===== src/rtl/frc_pkg.sv =====
// Purpose: constants for the receive completion state machine
// Assumes: one port, single 100 MHz clock, synchronous active-high reset
// Notes:   state codes are one-hot
//
// Functional notes
// - on set-bits FIS with interrupt flag, set status; if enabled, go to global-status state
// - set-bits global-status state sets this port's pending bit
// - global-status goes to interrupt generation first when global enable set
// - else go switching idle if snapshot zero and switching on; idle if zero; else pm
// - direct idle exits keep notification events out of aggressive power management
// - set-bits interrupt generation state asserts the port interrupt
// - generated interrupt stays until software clears it
// - unknown FIS handled only when its CRC is good
// - unknown diag flag set immediately on recognising an unknown FIS
// - unknown FIS copied to memory first, then unknown status set
// - after unknown entry go global-status if enabled, else switching idle, else idle
// - unknown global-status sets pending bit, then interrupt, switching idle or idle
// - unknown interrupt generation asserts interrupt, then switching idle or idle
// - far-end loopback entered on self-test activate FIS with far-end mode
// - loopback writes detect state 4h, then moves to self-test running
// - self-test running holds until software clears run control
package frc_pkg;
  localparam logic [3:0] DET_LOOPBACK = 4'h4;
  localparam logic [3:0] DET_RESET    = 4'h0;

  typedef enum logic [12:0] {
    FRC_IDLE     = 13'h0001,
    FRC_SDB_INT  = 13'h0002,
    FRC_SDB_IS   = 13'h0004,
    FRC_SDB_GEN  = 13'h0008,
    FRC_UF_COPY  = 13'h0010,
    FRC_UF_ENTRY = 13'h0020,
    FRC_UF_IS    = 13'h0040,
    FRC_UF_GEN   = 13'h0080,
    FRC_LOOPBACK = 13'h0100,
    FRC_BIST_RUN = 13'h0200,
    FRC_SWITCHING_IDLE_STATE  = 13'h0400,
    FRC_P_IDLE   = 13'h0800,
    FRC_AGGRESSIVE_PM_CHECK_STATE  = 13'h1000
  } frc_state_t;
endpackage : frc_pkg


===== src/rtl/frc_sticky.sv =====
// Purpose: sticky flag bit, hardware set wins over software clear
// Assumes: single clock, synchronous reset
// Notes:   none
`timescale 1ns/1ps
module frc_sticky (
  input  wire logic sys_clk,
  input  wire logic reset,
  input  wire logic set,
  input  wire logic clear,
  output logic      flag
);
  logic next_flag;
  always_comb begin
    next_flag = flag;
    if (clear) begin
      next_flag = 1'b0;
    end
    if (set) begin
      next_flag = 1'b1;
    end
  end
  always_ff @(posedge sys_clk) begin
    if (reset) begin
      flag <= 1'b0;
    end else begin
      flag <= next_flag;
    end
  end
endmodule : frc_sticky


===== src/rtl/frc_fsm.sv =====
// Purpose: set-bits completion, unknown FIS receive and far-end loopback states
// Assumes: event inputs are one-cycle pulses from same-clock receive logic
//          enables, run control and clear pulses come from registers on the same clock
// Notes:   idle and power states are only reported, then return to frc_idle
//          every output is a flip-flop; the state flags are registered from next_state,
//          so they stand in exactly the cycles of the state that they report
`timescale 1ns/1ps
module frc_fsm #(
  parameter int PORTS    = 1,
  parameter int PORT_IDX = 0
) (
  input  wire logic             sys_clk,
  input  wire logic             reset,
  input  wire logic             sdb_fis_int,
  input  wire logic             sdb_active_zero,
  input  wire logic             unknown_fis_rx,
  input  wire logic             unknown_fis_crc_ok,
  input  wire logic             bist_far_end_rx,
  input  wire logic             copy_done,
  input  wire logic             set_bits_fis_int_enable,
  input  wire logic             unknown_fis_int_enable,
  input  wire logic             global_interrupt_enable,
  input  wire logic             fis_switching_enable,
  input  wire logic             port_run_control,
  input  wire logic             clr_set_bits_fis_status,
  input  wire logic             clr_unknown_fis_status,
  input  wire logic             clr_unknown_fis_diag_flag,
  input  wire logic [PORTS-1:0] clr_pending,
  output logic                  set_bits_fis_status,
  output logic                  unknown_fis_status,
  output logic                  unknown_fis_diag_flag,
  output logic [PORTS-1:0]      port_interrupt_pending_bits,
  output logic                  port_interrupt,
  output logic                  irq,
  output logic                  copy_req,
  output logic [3:0]            link_detect_state,
  output logic                  self_test_running_state,
  output logic                  switching_idle_state,
  output logic                  port_idle_state,
  output logic                  aggressive_pm_check_state
);
  // refuse port settings that the pending vector cannot index
  if (PORTS < 1 || PORT_IDX < 0 || PORT_IDX >= PORTS) begin : g_bad_ports
    $error("frc_fsm: bad port parameters");
  end

  // one-hot state register, the next values of the outputs registered below, and the set strobes of the sticky flags
  frc_pkg::frc_state_t state;
  frc_pkg::frc_state_t next_state;
  logic                next_port_interrupt;
  logic                next_irq;
  logic                next_copy_req;
  logic [3:0]          next_link_detect_state;
  logic                next_self_test_running_state;
  logic                next_switching_idle_state;
  logic                next_port_idle_state;
  logic                next_aggressive_pm_check_state;
  logic                set_sdbs;
  logic                set_ufs;
  logic                set_pend;
  logic [PORTS-1:0]    pend_set_vec;
  logic [PORTS-1:0]    next_pend;

  // idle exit used by the unknown FIS states
  function automatic frc_pkg::frc_state_t uf_exit(input logic fbs);
    uf_exit = fbs ? frc_pkg::FRC_SWITCHING_IDLE_STATE : frc_pkg::FRC_P_IDLE;
  endfunction : uf_exit

  // idle exit used by the set-bits states
  function automatic frc_pkg::frc_state_t sdb_exit(input logic zero, input logic fbs);
    if (zero && fbs) sdb_exit = frc_pkg::FRC_SWITCHING_IDLE_STATE;
    else if (zero)   sdb_exit = frc_pkg::FRC_P_IDLE;
    else             sdb_exit = frc_pkg::FRC_AGGRESSIVE_PM_CHECK_STATE;
  endfunction : sdb_exit

  always_comb begin
    next_state             = state;
    next_port_interrupt    = port_interrupt;
    next_copy_req          = 1'b0;
    next_link_detect_state = link_detect_state;
    set_sdbs               = 1'b0;
    set_ufs                = 1'b0;
    set_pend               = 1'b0;
    // stopping the port withdraws the interrupt, except in the generation states, which assert it
    if (!port_run_control) begin
      next_port_interrupt = 1'b0;
    end
    unique case (state)
      frc_pkg::FRC_IDLE: begin
        // events are taken only here: loopback, then good unknown FIS, then set-bits
        if (bist_far_end_rx) begin
          next_state = frc_pkg::FRC_LOOPBACK;
        end else if (unknown_fis_rx && unknown_fis_crc_ok) begin
          next_state    = frc_pkg::FRC_UF_COPY;
          next_copy_req = 1'b1;
        end else if (sdb_fis_int) begin
          next_state = frc_pkg::FRC_SDB_INT;
        end
      end
      frc_pkg::FRC_SDB_INT: begin
        set_sdbs = 1'b1;
        if (set_bits_fis_int_enable) next_state = frc_pkg::FRC_SDB_IS;
        else next_state = sdb_exit(sdb_active_zero, fis_switching_enable);
      end
      frc_pkg::FRC_SDB_IS: begin
        set_pend = 1'b1;
        if (global_interrupt_enable) next_state = frc_pkg::FRC_SDB_GEN;
        else next_state = sdb_exit(sdb_active_zero, fis_switching_enable);
      end
      frc_pkg::FRC_SDB_GEN: begin
        next_port_interrupt = 1'b1;
        next_state = sdb_exit(sdb_active_zero, fis_switching_enable);
      end
      frc_pkg::FRC_UF_COPY: begin
        // hold the copy request until memory answers, status waits for the copy
        next_copy_req = !copy_done;
        if (copy_done) next_state = frc_pkg::FRC_UF_ENTRY;
      end
      frc_pkg::FRC_UF_ENTRY: begin
        set_ufs = 1'b1;
        if (unknown_fis_int_enable) next_state = frc_pkg::FRC_UF_IS;
        else next_state = uf_exit(fis_switching_enable);
      end
      frc_pkg::FRC_UF_IS: begin
        set_pend = 1'b1;
        if (global_interrupt_enable) next_state = frc_pkg::FRC_UF_GEN;
        else next_state = uf_exit(fis_switching_enable);
      end
      frc_pkg::FRC_UF_GEN: begin
        next_port_interrupt = 1'b1;
        next_state = uf_exit(fis_switching_enable);
      end
      frc_pkg::FRC_LOOPBACK: begin
        next_link_detect_state = frc_pkg::DET_LOOPBACK;
        next_state = frc_pkg::FRC_BIST_RUN;
      end
      frc_pkg::FRC_BIST_RUN: begin
        // the test body runs outside this block; only software stops it
        if (!port_run_control) next_state = frc_pkg::FRC_IDLE;
      end
      frc_pkg::FRC_SWITCHING_IDLE_STATE, frc_pkg::FRC_P_IDLE, frc_pkg::FRC_AGGRESSIVE_PM_CHECK_STATE: begin
        // exits are reported for one cycle, then the next event may be taken
        next_state = frc_pkg::FRC_IDLE;
      end
      default: begin
        // illegal one-hot code: recover to idle
        next_state = frc_pkg::FRC_IDLE;
      end
    endcase
    // software ends the interrupt by clearing this port's pending bit, unless that bit is set again in the same cycle
    if (port_interrupt && clr_pending[PORT_IDX] && !set_pend) begin
      next_port_interrupt = 1'b0;
    end
    pend_set_vec = '0;
    pend_set_vec[PORT_IDX] = set_pend;
    // pending value after this edge, so irq drops in the same cycle as a clear
    next_pend = (port_interrupt_pending_bits & ~clr_pending) | pend_set_vec;
    next_irq = global_interrupt_enable && (|next_pend);
    // state flags stand in the same cycles as the state they report
    next_self_test_running_state   = next_state == frc_pkg::FRC_BIST_RUN;
    next_switching_idle_state      = next_state == frc_pkg::FRC_SWITCHING_IDLE_STATE;
    next_port_idle_state           = next_state == frc_pkg::FRC_P_IDLE;
    next_aggressive_pm_check_state = next_state == frc_pkg::FRC_AGGRESSIVE_PM_CHECK_STATE;
  end

  // registers only; all decisions are made in the process above
  always_ff @(posedge sys_clk) begin
    if (reset) begin
      state                     <= frc_pkg::FRC_IDLE;
      port_interrupt            <= 1'b0;
      irq                       <= 1'b0;
      copy_req                  <= 1'b0;
      link_detect_state         <= frc_pkg::DET_RESET;
      self_test_running_state   <= 1'b0;
      switching_idle_state      <= 1'b0;
      port_idle_state           <= 1'b0;
      aggressive_pm_check_state <= 1'b0;
    end else begin
      state                     <= next_state;
      port_interrupt            <= next_port_interrupt;
      irq                       <= next_irq;
      copy_req                  <= next_copy_req;
      link_detect_state         <= next_link_detect_state;
      self_test_running_state   <= next_self_test_running_state;
      switching_idle_state      <= next_switching_idle_state;
      port_idle_state           <= next_port_idle_state;
      aggressive_pm_check_state <= next_aggressive_pm_check_state;
    end
  end

  // status flags: a hardware set wins over a software clear in the same cycle
  frc_sticky u_sdbs (
    .sys_clk (sys_clk),
    .reset   (reset),
    .set     (set_sdbs),
    .clear   (clr_set_bits_fis_status),
    .flag    (set_bits_fis_status)
  );
  frc_sticky u_ufs (
    .sys_clk (sys_clk),
    .reset   (reset),
    .set     (set_ufs),
    .clear   (clr_unknown_fis_status),
    .flag    (unknown_fis_status)
  );
  frc_sticky u_diag (
    .sys_clk (sys_clk),
    .reset   (reset),
    .set     (unknown_fis_rx),
    .clear   (clr_unknown_fis_diag_flag),
    .flag    (unknown_fis_diag_flag)
  );
  // one pending bit per port; only this port's bit is ever set here
  for (genvar i = 0; i < PORTS; i++) begin : g_pend
    frc_sticky u_pend (
      .sys_clk (sys_clk),
      .reset   (reset),
      .set     (pend_set_vec[i]),
      .clear   (clr_pending[i]),
      .flag    (port_interrupt_pending_bits[i])
    );
  end
endmodule : frc_fsm


===== config.mk =====
export PLATFORM = sky130hd
export DESIGN_NAME = frc_fsm
export DESIGN_NICKNAME = d
export VERILOG_FILES = /design/src/rtl/frc_pkg.sv /design/src/rtl/frc_sticky.sv /design/src/rtl/frc_fsm.sv
export SDC_FILE = /design/constraint.sdc
export NUM_CORES = 1
export LEC_CHECK = 0
export BUFFER_PORTS_ARGS = -buffer_cell sky130_fd_sc_hd__clkbuf_2
export CAP_MARGIN = 30
export CORE_MARGIN = 2
export CORE_UTILIZATION = 46
export CTS_CLUSTER_SIZE = 20
export DETAILED_ROUTE_END_ITERATION = 8
export PLACE_DENSITY = 0.84
export SETUP_SLACK_MARGIN = 0.15
export SYNTH_ARGS = -nofsm -noshare
export SYNTH_HDL_FRONTEND = slang
export SYNTH_SLANG_ARGS = --single-unit

===== constraint.sdc =====
create_clock -name sys_clk -period 1.9 [get_ports sys_clk]
set_clock_uncertainty 0.2 [all_clocks]
set_input_delay 0.095 -clock sys_clk [delete_from_list [all_inputs] [get_ports sys_clk]]
set_output_delay 0.095 -clock sys_clk [all_outputs]
set_load 0.02 [all_outputs]

==> flow_summary.json <==
{
  "rows": 18,
  "n_antenna_cell": 0,
  "maxCapViolCount": 0,
  "hold_viol_final": 0,
  "via_per_inst": 5.52,
  "synth_top_family_by_area": "simple AND/OR/NAND/NOR gates",
  "final_net_count": 225,
  "fin_crit_ns": 2.08,
  "drt_iter0_drc": 21,
  "period_share_pct": 110,
  "yosysSeqAreaShare_pct": 41.3,
  "r2r_start": "state[3]",
  "ys_ff_latch": 25,
  "routed_wirelength_um": 3610,
  "grt_pass1_wl_um": 5650,
  "grt.total_usage_pct": 23.2,
  "fmax_ghz": 0.481,
  "pin_count": 32,
  "place_area_sq_um": 1570,
  "core_area_sq_um": 2480,
  "grt_start_max_net_pins": 16,
  "numCtsBuffers": 3,
  "drc": 0,
  "gp_congestion": 0.975,
  "cts.clk_slew.worst_paths_ns": 0.15,
  "outcome": "finished with violations",
  "cellLeakagePower_nw": 0.845,
  "whs_path_depth": 4,
  "ir_worst_vdd_mv": 0.582,
  "final_area_sq_um": 1920,
  "path_cells": "or3_4 -> or4_4 -> a31o_4 -> nor4_4",
  "antenna_left": 0,
  "drive_gt1_share_pct": 47.3,
  "synth_edf_count": 0,
  "root_buffer": "clkbuf_4",
  "synthSimpleGateAreaFrac_pct": 35.1,
  "yosysTopAreaCellShare_pct": 41.3,
  "hp-class": "primary input to register",
  "portBuffers": 28,
  "final_common_cell": "buf_4",
  "rr_worst_depth": 4,
  "firstDrtPassIters": 4,
  "synthMuxAreaShare_pct": 0.826,
  "max_stage_delay_ns": 0.55,
  "syn_inst": 135,
  "gr-total-overflow": 0,
  "layout_common_cells": "29 x buf_4, 28 x clkbuf_2, 20 x dfxtp_1",
  "min_to": "state[12]",
  "start_kind": "register",
  "power_density_nw_per_um2": 663,
  "synth_adder_area_share_pct": 0,
  "die_w_um": 55.3,
  "regToRegSetupSlack_ns": -0.18,
  "synth_ff_type": "dfxtp_1",
  "path_class": "register to register",
  "synth_area_sq_um": 1210,
  "wl_per_cell_um": 15.2,
  "critPathSlowestCell": "or4_4",
  "finalSetupViolations": 14,
  "end_kind": "register",
  "crit-reg2reg-capture": "state[3]",
  "tritoncts": "yes",
  "violations": "negative setup slack",
  "synth_cell_types": 43,
  "synthArstFlopShare_pct": 0,
  "min_from": "global_interrupt_enable",
  "arrival_ns": 2.14,
  "finalMaxSlewViolations": 0,
  "yosys_warnings": 0,
  "timing.hold.ws_ns": 0.0797,
  "synth_xor_xnor_area_share_pct": 3.61,
  "power_mw": 1.27,
  "cts_max_path_buffers": 2,
  "cts_max_level": 1,
  "critPathMaxFanout": 8,
  "rsz0062_at_grt": "yes",
  "clkSinkCount": 25,
  "syn-mean-instance-area_sq_um": 8.98,
  "synth_compound_area_share_pct": 12.7,
  "vias": 1309,
  "synthTopCellsByArea": "dfxtp_1 41%, a21oi_1 4.5%, nor2_1 3.7%, nor3b_1 3.7%, nor3_1 2.9%",
  "setup_ws_ns": -0.181,
  "grt_pass1_vias": 1285,
  "initial_core_util_pct": 48.9,
  "dieArea_sq_um": 3060,
  "required_ns": 1.96,
  "clkLatencyLatePin_ns": 0.33,
  "antenna_found_initial": 0,
  "area_growth_pct": 58.5,
  "yosysTopAreaCell": "dfxtp_1",
  "hpwlAfterDp_um": 2440,
  "die_h_um": 55.3
}
[stage by stage]
stage	util, %	setup TNS (ns)	setup WS, ns	cells
2_1_floorplan	-	-0.328	-0.122	137
3_3_place_gp	63.3	-0.0134	-0.00669	213
3_5_place_dp	63.3	-0.476	-0.0879	213
4_1_cts	73.5	-0.602	-0.118	235
5_1_grt	77.6	-2.09	-0.221	237
6_report	77.6	-1.23	-0.181	237
[where the power goes]
group / internal, mW / switching, mW
logic: 0.231 / 0.227
registers: 0.542 / 0.0114
clock network: 0.0808 / 0.181
[metal layers]
| metal | global-route usage [%] | part of all wire [%] | vias to the layer above |
|---|---|---|---|
| met5 | 0 | 0 | - |
| met4 | 10.1 | 2.2 | 0 |
| met3 | 2.58 | 5.5 | 11 |
| met2 | 43.5 | 52 | 55 |
| met1 | 26.0 | 41 | 618 |
| li1 | - | - | 625 |
[sequential cells by signal, indices dropped and copies added, names as in the netlist]
name                       cells
state                         13
aggressive_pm_check_state      1
copy_req                       1
g_pend.u_pend.flag             1
irq                            1
link_detect_state              1
port_idle_state                1
port_interrupt                 1
self_test_running_state        1
switching_idle_state           1
u_diag.flag                    1
u_sdbs.flag                    1
u_ufs.flag                     1
[synth_stat cells (4+ instances only)]
master   instances
nor2_1          12
inv_1            4
nor3_1           7
nand4_1          5
nor3b_1          6
o21ai_0          4
dfxtp_1         25
a21oi_1         11
nand2_1          5
[worst max-delay path: cells and delay by family (launching register included)]
family | cells | cell delay [ns]
and+or+nand+nor | 3 | 1.14
DFF | 1 | 0.35
AOI/OAI and AO/OA | 1 | 0.31
[cell type report]
type / instances / area, sq um
Inverter: 4 / 15.0
Clock inverter: 1 / 7.51
Clock buffer: 3 / 22.5
Multi-Input combinational cell: 98 / 781
Fill cell: 163 / 556
Tap cell: 30 / 37.5
Sequential cell: 25 / 507
Timing Repair Buffer: 76 / 552
[timing repair]
action | 4_1_cts | 5_1_grt
endpoints found under the hold margin | 24 | 0
pin swaps | 2 | 10
gates resized for setup | 10 | 20
setup endpoints to repair | 21 | 22
hold buffers | 16 | 0
cloned | 0 | 0
buffers inserted | 2 | 2
[worst max-delay path by stage]
stage / startpoint / endpoint / cells past startpoint / slack [ns]
after floorplan: state[3] / state[3] / 5 / -0.12
after global placement: state[3] / state[3] / 4 / -0.007
after detailed placement: state[3] / aggressive_pm_check_state / 7 / -0.09
after CTS: state[10] / state[3] / 5 / -0.12
after global routing: state[3] / state[3] / 7 / -0.22
final: state[3] / state[3] / 4 / -0.18
[cells by family after synthesis]
logic type,count (synthesis)
XOR/XNOR,5
multiplexers,1
AND/OR/NAND/NOR,65
AO/OA/AOI/OAI,24
other,1
buffers and inverters,14
flip-flops,25
Note: power is estimated with default switching activity, not from simulation.
